$ cat src/verilog/uart_lms_pkg.sv
// Constants for the serial line, modem control and line status block
package uart_lms_pkg;
  localparam int ADDR_W = 12;
  localparam logic [11:0] OFS_DATA = 12'h140;
  localparam logic [11:0] OFS_FIFO_CTL = 12'h148;
  localparam logic [11:0] OFS_LINE_CTL = 12'h14C;
  localparam logic [11:0] OFS_MODEM_CTL = 12'h150;
  localparam logic [11:0] OFS_LINE_STAT = 12'h154;
  localparam logic [11:0] OFS_MODEM_STAT = 12'h158;
  localparam logic [1:0] RESP_OKAY = 2'h0;
  localparam logic [1:0] RESP_SLVERR = 2'h2;
  // Line control fields
  localparam int LC_STB = 2;
  localparam int LC_PEN = 3;
  localparam int LC_EPS = 4;
  localparam int LC_SP = 5;
  localparam int LC_SB = 6;
  localparam logic [7:0] LINE_CTL_RST = 8'h03;
  // Modem control fields
  localparam int MC_DTR = 0;
  localparam int MC_RTS = 1;
  localparam int MC_AUXB = 2;
  localparam int MC_AUXA = 3;
  localparam int MC_LOOP = 4;
  localparam logic [7:0] MODEM_CTL_RST = 8'h00;
  localparam logic [7:0] MODEM_CTL_MASK = 8'h1F;
  // Line status fields
  localparam int LS_DR = 0;
  localparam int LS_OE = 1;
  localparam int LS_PE = 2;
  localparam int LS_FE = 3;
  localparam int LS_BI = 4;
  localparam int LS_TX_HOLD_EMPTY = 5;
  localparam int LS_TX_EMPTY = 6;
  localparam int LS_FERR = 7;
  localparam int FC_FIFOE = 0;
  // Receive entry layout: data, parity, framing, break
  localparam int RX_W = 11;
  localparam int RX_PE = 8;
  localparam int RX_FE = 9;
  localparam int RX_BI = 10;
  localparam int PTR_W = 4;
  localparam logic [4:0] FIFO_DEPTH = 5'h10;
  localparam logic [4:0] HOLD_DEPTH = 5'h01;
  // Bit timing
  localparam longint CLK_HZ = 200000000;
  localparam longint BAUD_HZ = 115200;
  localparam longint OVS = 16;
  localparam logic [15:0] OVS_CLKS = 16'(CLK_HZ / (BAUD_HZ * OVS));
  localparam logic [3:0] SAMPLE_TICK = 4'h7;
  localparam logic [3:0] LAST_TICK = 4'hF;
endpackage : uart_lms_pkg

$ cat src/verilog/uart_fifo_mem.sv
// Small dual-port memory with registered read data and write-through
`timescale 1ns/100ps
module uart_fifo_mem #(
  parameter int WIDTH = 11,
  parameter int AW = 4
) (
  input wire logic clk,
  input wire logic wr_en,
  input wire logic [AW-1:0] wr_addr,
  input wire logic [WIDTH-1:0] wr_data,
  input wire logic [AW-1:0] rd_addr,
  output logic [WIDTH-1:0] rd_data
);
  logic [WIDTH-1:0] mem [0:(1<<AW)-1];

  always_ff @(posedge clk)
  begin
    if (wr_en)
    begin
      mem[wr_addr] <= wr_data;
    end
  end

  // Head word follows a write to the same slot at once
  always_ff @(posedge clk)
  begin
    if (wr_en && wr_addr == rd_addr)
    begin
      rd_data <= wr_data;
    end
    else
    begin
      rd_data <= mem[rd_addr];
    end
  end
endmodule : uart_fifo_mem

$ cat src/verilog/uart_line_modem_status.sv
// Serial port core: line format, modem control, loopback and line status
//
// Implementation choice: the AXI4-Lite register port.
`timescale 1ns/100ps
// Notes on behaviour
// Receiver checks only one stop bit
// Length field selects five to eight data bits
// Modem control holds five low bits
// Loopback holds serial output at marking
// Loopback feeds receiver from transmit shifter
// Loopback routes modem controls to status inputs
// Request and ready pins still driven in loopback
// Line status bit order fixed
// FIFO error set while erroneous character queued
// Status read clears FIFO error only when clean
// Transmitter empty without FIFOs: holding and shifter
// Transmitter empty with FIFOs: queue and shifter
// Writing a byte clears transmitter empty
// Holding empty flag without FIFOs
// Holding empty flag with FIFOs follows queue
// Break when line low a whole character
// Status read clears break without FIFOs
// Break travels with its character in FIFO
// Break loads one zero character, waits marking
// Two stop bits except five-bit characters
// Status read clears errors; FIFO reports at head
// Bit zero holds data ready and terminal ready
module uart_line_modem_status
  import uart_lms_pkg::*;
(
  input wire logic clk,
  input wire logic reset_n,
  input wire logic [ADDR_W-1:0] s_axi_awaddr,
  input wire logic s_axi_awvalid,
  output logic s_axi_awready,
  input wire logic [31:0] s_axi_wdata,
  input wire logic [3:0] s_axi_wstrb,
  input wire logic s_axi_wvalid,
  output logic s_axi_wready,
  output logic [1:0] s_axi_bresp,
  output logic s_axi_bvalid,
  input wire logic s_axi_bready,
  input wire logic [ADDR_W-1:0] s_axi_araddr,
  input wire logic s_axi_arvalid,
  output logic s_axi_arready,
  output logic [31:0] s_axi_rdata,
  output logic [1:0] s_axi_rresp,
  output logic s_axi_rvalid,
  input wire logic s_axi_rready,
  input wire logic rxd_in,
  output logic txd_out,
  input wire logic cts_in,
  input wire logic dsr_in,
  input wire logic dcd_in,
  input wire logic ri_in,
  output logic rts_out,
  output logic dtr_out
);
  typedef enum {TX_IDLE, TX_START, TX_DATA, TX_PAR, TX_STOP} tx_state_type;
  typedef enum {RX_IDLE, RX_START, RX_DATA, RX_PAR, RX_STOP, RX_BRK}
    rx_state_type;

  function automatic logic mapped(input logic [ADDR_W-1:0] a);
    mapped = a == OFS_DATA || a == OFS_FIFO_CTL || a == OFS_LINE_CTL ||
             a == OFS_MODEM_CTL || a == OFS_LINE_STAT || a == OFS_MODEM_STAT;
  endfunction : mapped

  // Parity bit for the selected length and mode
  function automatic logic par_bit(input logic [7:0] d, input logic [7:0] lc);
    logic [7:0] m;
    m = d & (8'hFF >> (3 - lc[1:0]));
    if (lc[LC_SP])
      par_bit = !lc[LC_EPS];
    else
      par_bit = lc[LC_EPS] ? ^m : ~^m;
  endfunction : par_bit

  logic [7:0] line_ctl_r, modem_ctl_r;
  logic fifo_en_r, flush;
  logic aw_held_r, w_held_r, bvalid_r, rvalid_r;
  logic [ADDR_W-1:0] aw_addr_r;
  logic [31:0] w_data_r, rdata_r;
  logic [3:0] w_strb_r;
  logic [1:0] bresp_r, rresp_r;
  logic wr_fire, rd_fire, lsr_read, rx_pop, tx_push, tx_pop, rx_push;
  logic loop, tx_line_r, rx_src, ovs_tick, tx_busy;
  logic [15:0] ovs_cnt_r;
  logic [7:0] lsr_bits;
  logic [3:0] msr_bits;
  logic [2:0] len_m1;
  logic [4:0] tx_cnt_r, rx_cnt_r, rx_err_cnt_r;
  logic [PTR_W-1:0] tx_wp_r, tx_rp_r, rx_wp_r, rx_rp_r;
  logic [7:0] tx_rdata;
  logic [RX_W-1:0] rx_rdata, rx_entry;
  logic rx_full, rx_overwrite, oe_r, pe_r, fe_r, bi_r, fifo_err_r;
  tx_state_type tx_state_r;
  rx_state_type rx_state_r;
  logic [3:0] tx_tick_r, rx_tick_r;
  logic [2:0] tx_idx_r, rx_idx_r;
  logic [7:0] tx_sh_r, rx_sh_r;
  logic tx_two_r, rx_par_r;

  assign loop = modem_ctl_r[MC_LOOP];
  assign len_m1 = {1'b1, line_ctl_r[1:0]};
  assign rts_out = modem_ctl_r[MC_RTS];
  assign dtr_out = modem_ctl_r[MC_DTR];
  assign txd_out = loop ? 1'b1 : (!line_ctl_r[LC_SB] && tx_line_r);
  assign rx_src = loop ? tx_line_r : rxd_in;
  // Order: carrier, ring, set ready, clear to send
  assign msr_bits = loop ? {modem_ctl_r[MC_AUXA], modem_ctl_r[MC_AUXB],
                            modem_ctl_r[MC_DTR], modem_ctl_r[MC_RTS]}
                         : {dcd_in, ri_in, dsr_in, cts_in};

  // Register bus: write path
  assign s_axi_awready = !aw_held_r && !bvalid_r;
  assign s_axi_wready = !w_held_r && !bvalid_r;
  assign s_axi_bvalid = bvalid_r;
  assign s_axi_bresp = bresp_r;
  assign wr_fire = aw_held_r && w_held_r;

  always_ff @(posedge clk or negedge reset_n)
  begin
    if (!reset_n)
    begin
      aw_held_r <= 1'b0;
      w_held_r <= 1'b0;
      bvalid_r <= 1'b0;
      bresp_r <= RESP_OKAY;
      aw_addr_r <= '0;
      w_data_r <= '0;
      w_strb_r <= '0;
    end
    else
    begin
      if (s_axi_awvalid && s_axi_awready)
      begin
        aw_held_r <= 1'b1;
        aw_addr_r <= s_axi_awaddr;
      end
      if (s_axi_wvalid && s_axi_wready)
      begin
        w_held_r <= 1'b1;
        w_data_r <= s_axi_wdata;
        w_strb_r <= s_axi_wstrb;
      end
      if (wr_fire)
      begin
        aw_held_r <= 1'b0;
        w_held_r <= 1'b0;
        bvalid_r <= 1'b1;
        bresp_r <= mapped(aw_addr_r) ? RESP_OKAY : RESP_SLVERR;
      end
      else if (bvalid_r && s_axi_bready)
      begin
        bvalid_r <= 1'b0;
      end
    end
  end

  // Control registers written from byte lane 0
  assign flush = wr_fire && w_strb_r[0] && aw_addr_r == OFS_FIFO_CTL &&
                 w_data_r[FC_FIFOE] != fifo_en_r;
  assign tx_push = wr_fire && w_strb_r[0] && aw_addr_r == OFS_DATA &&
                   tx_cnt_r != (fifo_en_r ? FIFO_DEPTH : HOLD_DEPTH);

  always_ff @(posedge clk or negedge reset_n)
  begin
    if (!reset_n)
    begin
      line_ctl_r <= LINE_CTL_RST;
      modem_ctl_r <= MODEM_CTL_RST;
      fifo_en_r <= 1'b0;
    end
    else if (wr_fire && w_strb_r[0])
    begin
      if (aw_addr_r == OFS_LINE_CTL)
        line_ctl_r <= w_data_r[7:0];
      if (aw_addr_r == OFS_MODEM_CTL)
        modem_ctl_r <= w_data_r[7:0] & MODEM_CTL_MASK;
      if (aw_addr_r == OFS_FIFO_CTL)
        fifo_en_r <= w_data_r[FC_FIFOE];
    end
  end

  // Register bus: read path
  assign s_axi_arready = !rvalid_r;
  assign s_axi_rvalid = rvalid_r;
  assign s_axi_rdata = rdata_r;
  assign s_axi_rresp = rresp_r;
  assign rd_fire = s_axi_arvalid && s_axi_arready;
  assign lsr_read = rd_fire && s_axi_araddr == OFS_LINE_STAT;
  assign rx_pop = rd_fire && s_axi_araddr == OFS_DATA && rx_cnt_r != 5'h00;

  always_ff @(posedge clk or negedge reset_n)
  begin
    if (!reset_n)
    begin
      rvalid_r <= 1'b0;
      rdata_r <= '0;
      rresp_r <= RESP_OKAY;
    end
    else if (rd_fire)
    begin
      rvalid_r <= 1'b1;
      rresp_r <= mapped(s_axi_araddr) ? RESP_OKAY : RESP_SLVERR;
      case (s_axi_araddr)
        OFS_DATA: rdata_r <= {24'h000000, rx_rdata[7:0]};
        OFS_FIFO_CTL: rdata_r <= {31'h00000000, fifo_en_r};
        OFS_LINE_CTL: rdata_r <= {24'h000000, line_ctl_r};
        OFS_MODEM_CTL: rdata_r <= {24'h000000, modem_ctl_r};
        OFS_LINE_STAT: rdata_r <= {24'h000000, lsr_bits};
        OFS_MODEM_STAT: rdata_r <= {24'h000000, msr_bits, 4'h0};
        default: rdata_r <= '0;
      endcase
    end
    else if (rvalid_r && s_axi_rready)
    begin
      rvalid_r <= 1'b0;
    end
  end

  // Line status, most significant first
  assign lsr_bits = {fifo_err_r,
                     tx_cnt_r == 5'h00 && !tx_busy,
                     tx_cnt_r == 5'h00,
                     fifo_en_r ? rx_cnt_r != 5'h00 && rx_rdata[RX_BI] : bi_r,
                     fifo_en_r ? rx_cnt_r != 5'h00 && rx_rdata[RX_FE] : fe_r,
                     fifo_en_r ? rx_cnt_r != 5'h00 && rx_rdata[RX_PE] : pe_r,
                     oe_r, rx_cnt_r != 5'h00};

  // Oversample tick, sixteen per bit
  always_ff @(posedge clk or negedge reset_n)
  begin
    if (!reset_n)
      ovs_cnt_r <= '0;
    else
      ovs_cnt_r <= ovs_tick ? 16'h0000 : ovs_cnt_r + 16'h0001;
  end
  assign ovs_tick = ovs_cnt_r == OVS_CLKS - 16'h0001;

  // Transmit queue (depth one without FIFOs)
  assign tx_busy = tx_state_r != TX_IDLE;
  assign tx_pop = !tx_busy && tx_cnt_r != 5'h00 && ovs_tick;

  always_ff @(posedge clk or negedge reset_n)
  begin
    if (!reset_n)
    begin
      tx_cnt_r <= '0;
      tx_wp_r <= '0;
      tx_rp_r <= '0;
    end
    else if (flush)
    begin
      tx_cnt_r <= '0;
      tx_wp_r <= '0;
      tx_rp_r <= '0;
    end
    else
    begin
      if (tx_push)
        tx_wp_r <= tx_wp_r + 4'h1;
      if (tx_pop)
        tx_rp_r <= tx_rp_r + 4'h1;
      tx_cnt_r <= tx_cnt_r + {4'h0, tx_push} - {4'h0, tx_pop};
    end
  end

  uart_fifo_mem #(.WIDTH(8), .AW(PTR_W)) u_tx_mem (
    .clk(clk),
    .wr_en(tx_push),
    .wr_addr(tx_wp_r),
    .wr_data(w_data_r[7:0]),
    .rd_addr(tx_rp_r),
    .rd_data(tx_rdata)
  );

  // Transmit shifter
  always_ff @(posedge clk or negedge reset_n)
  begin
    if (!reset_n)
    begin
      tx_state_r <= TX_IDLE;
      tx_line_r <= 1'b1;
      tx_tick_r <= '0;
      tx_idx_r <= '0;
      tx_sh_r <= '0;
      tx_two_r <= 1'b0;
    end
    else if (tx_pop)
    begin
      tx_state_r <= TX_START;
      tx_line_r <= 1'b0;
      tx_tick_r <= '0;
      tx_idx_r <= '0;
      tx_sh_r <= tx_rdata;
      tx_two_r <= line_ctl_r[LC_STB] && line_ctl_r[1:0] != 2'b00;
    end
    else if (ovs_tick && tx_busy)
    begin
      tx_tick_r <= tx_tick_r + 4'h1;
      if (tx_tick_r == LAST_TICK)
      begin
        case (tx_state_r)
          TX_START, TX_DATA:
          begin
            if (tx_state_r == TX_DATA && tx_idx_r == len_m1)
            begin
              tx_state_r <= line_ctl_r[LC_PEN] ? TX_PAR : TX_STOP;
              tx_line_r <= line_ctl_r[LC_PEN] ? par_bit(tx_sh_r, line_ctl_r)
                                              : 1'b1;
            end
            else
            begin
              tx_state_r <= TX_DATA;
              tx_line_r <= tx_sh_r[tx_idx_r + {2'b00, tx_state_r == TX_DATA}];
              tx_idx_r <= tx_idx_r + {2'b00, tx_state_r == TX_DATA};
            end
          end
          TX_PAR:
          begin
            tx_state_r <= TX_STOP;
            tx_line_r <= 1'b1;
          end
          TX_STOP:
          begin
            tx_two_r <= 1'b0;
            if (!tx_two_r)
              tx_state_r <= TX_IDLE;
          end
          default: tx_state_r <= TX_IDLE;
        endcase
      end
    end
  end

  // Receive shifter
  always_ff @(posedge clk or negedge reset_n)
  begin
    if (!reset_n)
    begin
      rx_state_r <= RX_IDLE;
      rx_tick_r <= '0;
      rx_idx_r <= '0;
      rx_sh_r <= '0;
      rx_par_r <= 1'b0;
    end
    else if (ovs_tick)
    begin
      rx_tick_r <= rx_tick_r + 4'h1;
      case (rx_state_r)
        RX_IDLE:
        begin
          rx_tick_r <= '0;
          rx_idx_r <= '0;
          rx_par_r <= 1'b0;
          rx_sh_r <= '0;
          if (!rx_src)
            rx_state_r <= RX_START;
        end
        RX_START:
        begin
          if (rx_tick_r == SAMPLE_TICK && rx_src)
            rx_state_r <= RX_IDLE;
          else if (rx_tick_r == LAST_TICK)
            rx_state_r <= RX_DATA;
        end
        RX_DATA:
        begin
          if (rx_tick_r == SAMPLE_TICK)
            rx_sh_r[rx_idx_r] <= rx_src;
          if (rx_tick_r == LAST_TICK)
          begin
            rx_idx_r <= rx_idx_r + 3'h1;
            if (rx_idx_r == len_m1)
              rx_state_r <= line_ctl_r[LC_PEN] ? RX_PAR : RX_STOP;
          end
        end
        RX_PAR:
        begin
          if (rx_tick_r == SAMPLE_TICK)
            rx_par_r <= rx_src;
          if (rx_tick_r == LAST_TICK)
            rx_state_r <= RX_STOP;
        end
        RX_STOP:
        begin
          // One stop bit sampled, then ready for next start
          if (rx_tick_r == SAMPLE_TICK)
            rx_state_r <= rx_entry[RX_BI] ? RX_BRK : RX_IDLE;
        end
        RX_BRK:
        begin
          if (rx_src)
            rx_state_r <= RX_IDLE;
        end
        default: rx_state_r <= RX_IDLE;
      endcase
    end
  end

  // Character with its error bits; break is all zero through stop
  assign rx_entry[7:0] = rx_sh_r;
  assign rx_entry[RX_FE] = !rx_src;
  assign rx_entry[RX_PE] = line_ctl_r[LC_PEN] &&
                           rx_par_r != par_bit(rx_sh_r, line_ctl_r);
  assign rx_entry[RX_BI] = !rx_src && rx_sh_r == 8'h00 && !rx_par_r;
  assign rx_push = ovs_tick && rx_state_r == RX_STOP &&
                   rx_tick_r == SAMPLE_TICK;
  assign rx_full = rx_cnt_r == (fifo_en_r ? FIFO_DEPTH : HOLD_DEPTH);
  assign rx_overwrite = rx_push && rx_full && !fifo_en_r && !rx_pop;

  // Receive queue (depth one without FIFOs)
  always_ff @(posedge clk or negedge reset_n)
  begin
    if (!reset_n)
    begin
      rx_cnt_r <= '0;
      rx_wp_r <= '0;
      rx_rp_r <= '0;
      rx_err_cnt_r <= '0;
    end
    else if (flush)
    begin
      rx_cnt_r <= '0;
      rx_wp_r <= '0;
      rx_rp_r <= '0;
      rx_err_cnt_r <= '0;
    end
    else
    begin
      if (rx_push && (!rx_full || rx_pop))
        rx_wp_r <= rx_wp_r + 4'h1;
      if (rx_pop)
        rx_rp_r <= rx_rp_r + 4'h1;
      rx_cnt_r <= rx_cnt_r + {4'h0, rx_push && (!rx_full || rx_pop)}
                  - {4'h0, rx_pop};
      if (fifo_en_r)
        rx_err_cnt_r <= rx_err_cnt_r
          + {4'h0, rx_push && (!rx_full || rx_pop) &&
                   |rx_entry[RX_BI:RX_PE]}
          - {4'h0, rx_pop && |rx_rdata[RX_BI:RX_PE]};
    end
  end

  uart_fifo_mem #(.WIDTH(RX_W), .AW(PTR_W)) u_rx_mem (
    .clk(clk),
    .wr_en(rx_push && (!rx_full || rx_pop || rx_overwrite)),
    .wr_addr(rx_overwrite ? rx_rp_r : rx_wp_r),
    .wr_data(rx_entry),
    .rd_addr(rx_pop ? rx_rp_r + 4'h1 : rx_rp_r),
    .rd_data(rx_rdata)
  );

  // Sticky status flags; a new event wins over the read clear
  always_ff @(posedge clk or negedge reset_n)
  begin
    if (!reset_n)
    begin
      oe_r <= 1'b0;
      pe_r <= 1'b0;
      fe_r <= 1'b0;
      bi_r <= 1'b0;
      fifo_err_r <= 1'b0;
    end
    else
    begin
      oe_r <= (rx_push && rx_full && !rx_pop) || (oe_r && !lsr_read);
      pe_r <= (rx_push && !fifo_en_r && rx_entry[RX_PE]) ||
              (pe_r && !lsr_read);
      fe_r <= (rx_push && !fifo_en_r && rx_entry[RX_FE]) ||
              (fe_r && !lsr_read);
      bi_r <= (rx_push && !fifo_en_r && rx_entry[RX_BI]) ||
              (bi_r && !lsr_read);
      fifo_err_r <= fifo_en_r && (rx_err_cnt_r != 5'h00 ||
                    (fifo_err_r && !lsr_read));
    end
  end

  property p_loop_mark;
    @(posedge clk) disable iff (!reset_n)
    loop |-> txd_out;
  endproperty
  a_loop_mark: assert property (p_loop_mark)
    else $error("loopback did not hold line at marking");

  property p_loop_status;
    @(posedge clk) disable iff (!reset_n)
    loop |-> msr_bits[0] == rts_out && msr_bits[1] == dtr_out;
  endproperty
  a_loop_status: assert property (p_loop_status)
    else $error("loopback status not taken from controls");

  property p_pins_in_loop;
    @(posedge clk) disable iff (!reset_n)
    wr_fire && aw_addr_r == OFS_MODEM_CTL && w_strb_r[0] && w_data_r[4]
      |=> loop && rts_out == w_data_r[1] && dtr_out == w_data_r[0];
  endproperty
  a_pins_in_loop: assert property (p_pins_in_loop)
    else $error("control pins not driven in loopback");

  property p_tx_empty_clear;
    @(posedge clk) disable iff (!reset_n)
    tx_push |=> !lsr_bits[LS_TX_EMPTY] ##1 !lsr_bits[LS_TX_EMPTY];
  endproperty
  a_tx_empty_clear: assert property (p_tx_empty_clear)
    else $error("transmitter empty stayed set after write");

  property p_tx_hold_empty_fifo;
    @(posedge clk) disable iff (!reset_n)
    fifo_en_r && tx_push |=> !lsr_bits[LS_TX_HOLD_EMPTY];
  endproperty
  a_tx_hold_empty_fifo: assert property (p_tx_hold_empty_fifo)
    else $error("holding empty stayed set with queued byte");

  property p_ferr_hold;
    @(posedge clk) disable iff (!reset_n)
    fifo_en_r && !flush && lsr_read && !rx_pop && rx_err_cnt_r != 5'h00
      |=> fifo_err_r;
  endproperty
  a_ferr_hold: assert property (p_ferr_hold)
    else $error("FIFO error cleared while errors remain");

  property p_bi_clear;
    @(posedge clk) disable iff (!reset_n)
    !fifo_en_r && lsr_read && !rx_push |=> !lsr_bits[LS_BI];
  endproperty
  a_bi_clear: assert property (p_bi_clear)
    else $error("break not cleared by status read");

  property p_rx_len;
    @(posedge clk) disable iff (!reset_n)
    ovs_tick && rx_state_r == RX_DATA && rx_tick_r == LAST_TICK &&
      rx_idx_r == len_m1 |=> rx_state_r != RX_DATA;
  endproperty
  a_rx_len: assert property (p_rx_len)
    else $error("receiver took wrong number of data bits");
endmodule : uart_line_modem_status

$ cat config.mk
export PLATFORM = sky130hd
export DESIGN_NAME = uart_line_modem_status
export DESIGN_NICKNAME = d
export VERILOG_FILES = /design/src/verilog/uart_lms_pkg.sv /design/src/verilog/uart_fifo_mem.sv /design/src/verilog/uart_line_modem_status.sv
export SDC_FILE = /design/constraint.sdc
export NUM_CORES = 1
export LEC_CHECK = 0
export BUFFER_PORTS_ARGS = -buffer_cell sky130_fd_sc_hd__buf_4
export CELL_PAD_IN_SITES_DETAIL_PLACEMENT = 0
export CELL_PAD_IN_SITES_GLOBAL_PLACEMENT = 1
export CORE_UTILIZATION = 55
export CTS_CLUSTER_SIZE = 8
export DETAILED_ROUTE_END_ITERATION = 16
export MAX_ROUTING_LAYER = met4
export PLACE_DENSITY_LB_ADDON = 0.12
export RECOVER_POWER = 50
export SLEW_MARGIN = 0
export SYNTH_ARGS = -nofsm -noshare
export SYNTH_HDL_FRONTEND = slang
export SYNTH_SLANG_ARGS = --single-unit
$ cat constraint.sdc
create_clock -name clk -period 7.2 [get_ports clk]
set_input_delay 0.72 -clock clk [delete_from_list [all_inputs] [get_ports clk]]
set_output_delay 0.72 -clock clk [all_outputs]
set_load 0.1 [all_outputs]
==> results_dict.tcl <==
set metrics [dict create \
    cts_buffer_depth 3 \
    nets 1512 \
    core-area_um2 35600 \
    final_cells 1904 \
    start_kind "input port" \
    numCtsBuffers 66 \
    netlist_area_um2 19900 \
    area_growth_pct 14.2 \
    synth_top_area_frac 0.459 \
    grt_max_degree 74 \
    synth_top_area_cell "edfxtp_1" \
    syn_avg_cell_area_um2 15.4 \
    cts_resized 0 \
    cts_sinks 452 \
    num_antenna_cells 0 \
    drt_pass1_iterations 5 \
    crit_arrival_ns 5.18 \
    synth_fa_ha_area_frac 0.0238 \
    synth-seq-cells 452 \
    critPathMaxStageDelay_ns 2.64 \
    ys_warn_count 0 \
    synth_compound_area_frac 0.0534 \
    ant_nets 0 \
    drive_above_1_share 0.229 \
    cap_violations 2 \
    path_buf_inv 2 \
    synth_area_leaders "edfxtp_1, dfrtp_1, mux4_2" \
    worstMarginPinSlew_ns 3.84 \
    vias 11300 \
    min_period_over_period 0.679 \
    dp_cells 1797 \
    setup_viol 0 \
    gp_congestion 0.825 \
    min_path_cells 2 \
    grt_overflow_total 0 \
    fmax_mhz 205 \
    end_kind "asynchronous set/reset pin" \
    final-hold-violation-count 0 \
    portBuffers 62 \
    synth-simple-area-share 0.0848 \
    netlist_instances 1293 \
    synth_top_family_by_area "multiplexers" \
    wl_per_cell_um 23.0 \
    die_h_um 192 \
    cts_setup_buffers 0 \
    timing.slew.headroom -1.56 \
    holdBufCountCts 0 \
    yosys-mux-area-fraction 0.140 \
    ys_seq_area_frac 0.644 \
    violations "capacitance limit, slew limit" \
    async_flop_share 0.310 \
    worst-path-max-fanout 73 \
    fin_crit_ns 4.89 \
    power_density_nw_per_um2 284 \
    yosys_most_used_dff "edfxtp_1" \
    tns_ns 0 \
    first_iter_violations 863 \
    synth_xor_area_frac 0.0240 \
    grt_pass1_wl_um 67500 \
    grt_pass1_vias 11300 \
    antenna_found_initial 0 \
    status "finished with violations" \
    start_util 0.559 \
    worstSkewPairLatency_ns 0.58 \
    synth_common_cells "edfxtp_1, dfrtp_1, mux4_2" \
    crit_family "buffers and inverters" \
    rsz0062_at_grt "false" \
    crit_type "in -> async" \
    via_per_inst 5.91 \
    synth.distinct_cells 82 \
    root_buffer "clkbuf_16" \
    ios 116 \
    grtUsageTotal 0.259 \
    hold_path_class "in -> reg" \
    slew_violations 143 \
    yosysMostFrequentCell "edfxtp_1" \
    path_cells "clkbuf_1 > clkbuf_2" \
    crit_cells 2 \
    hold_slack_ns 0.319 \
    ir_drop_mv 0.284 \
    drcViolationCount 0 \
    reg2reg_depth 17 \
    worstPathRequired_ns 7.50 \
    synth_edf_count 304 \
    cp_slowest_cell "clkbuf_1" \
    clkTransAtPathRegs_ns 0.05 \
    htree_levels 3 \
    die_w_um 192 \
    dp_hpwl_um 28000 \
    p_leak_nw 7.99 \
    fin_skew_ns 0.0237 \
    num_rows 69 \
    die_area_um2 36900 \
    finalWirelength_um 43800 \
    tritoncts "done" \
]
-- sequential cells by signal, summed over array words and instances, names as in the netlist, 5 cells and up, named ones only --
register      count
u_rx_mem.mem    176
u_tx_mem.mem    128
ovs_cnt_r        16
aw_addr_r        12
line_ctl_r        8
rx_sh_r           8
s_axi_rdata       8
tx_sh_r           8
w_data_r          8
modem_ctl_r       5
rx_cnt_r          5
rx_err_cnt_r      5
tx_cnt_r          5
-- cell usage in the layout, fill, tap and decap left out, drive strengths merged, types with 4 or more instances in the layout --
master    n
a221oi    4
nor4b     5
mux2i    18
edfxtp  304
a22oi     7
o22ai     4
a22o     10
a21o     10
a21oi    23
conb     26
dfxtp     8
nor4     12
or3       5
nand3    22
a211oi    4
inv      54
a31oi    13
nor3     31
mux2     46
o21ai    47
a32o      5
nand4     9
and2     15
nor2     81
o32ai     4
dfrtp   137
clkbuf  105
mux4     92
nand2    66
xor2     25
buf      87
o31ai     7
nor2b    22
and3      6
nor3b     6
ha       33
nand2b    9
and3b     6
xnor2    27
-- final cells by class --
class	instances	area, um2
fill	2647	12900
multi-input combinational	742	6590
clock buffer	101	1800
tap	461	577
clock inverter	6	75.1
sequential	452	12800
inverter	51	191
timing repair buffer	91	669
-- per-layer routing --
layer / wire [um] / GRT usage / part of all wire / up-vias
met3: 2500 / 0.0508 / 0.057 / 82
li1: - / - / - / 5135
met2: 22000 / 0.416 / 0.50 / 321
met5: 0 / - / 0 / -
met1: 18000 / 0.329 / 0.41 / 5722
met4: 1220 / 0.0924 / 0.028 / 0
-- where the power goes --
group          internal (mW)  switching [mW]  total (mW)
clock network           1.72            1.09        2.80
registers               2.97           0.199        3.17
logic                  0.170           0.317       0.487
total                   4.85            1.60        6.46
-- path summary, 6_finish.rpt --
check                                  startpoint                     endpoint  slack, ns
max                                       reset_n       rx_wp_r[3]$_DFFE_PN0P_       2.31
min                                  s_axi_bready     s_axi_bvalid$_DFFE_PN0P_       0.32
max reg2reg                ovs_cnt_r[0]$_DFF_PN0_  rx_err_cnt_r[4]$_DFFE_PN0P_       2.55
min reg2reg                tx_rp_r[3]$_DFFE_PN0P_                     register       0.39
max in group clk           ovs_cnt_r[0]$_DFF_PN0_  rx_err_cnt_r[4]$_DFFE_PN0P_       2.55
min in group asynchronous                 reset_n   s_axi_rdata[6]$_DFFE_PN0P_       1.46
-- stage by stage --
step | setup slack [ns] | power (mW) | cell area, um2 | utilization
2_1_floorplan | 2.90 | 3.50 | 20000 | -
3_3_place_gp | 2.53 | 3.69 | 20900 | 0.586
3_5_place_dp | 2.47 | 3.71 | 20900 | 0.586
4_1_cts | 2.45 | 6.52 | 22700 | 0.639
5_1_grt | 1.17 | 6.67 | 22700 | 0.638
6_report | 2.31 | 6.46 | 22700 | 0.638
-- cells by family after synthesis --
family          count (synthesis)
mux                           156
compound gates                158
other cells                     1
xor+xnor                       53
flops                         452
buf+inv                       124
fa+ha+maj                      36
simple gates                  313
No activity file was read; power rests on OpenSTA's default activity.
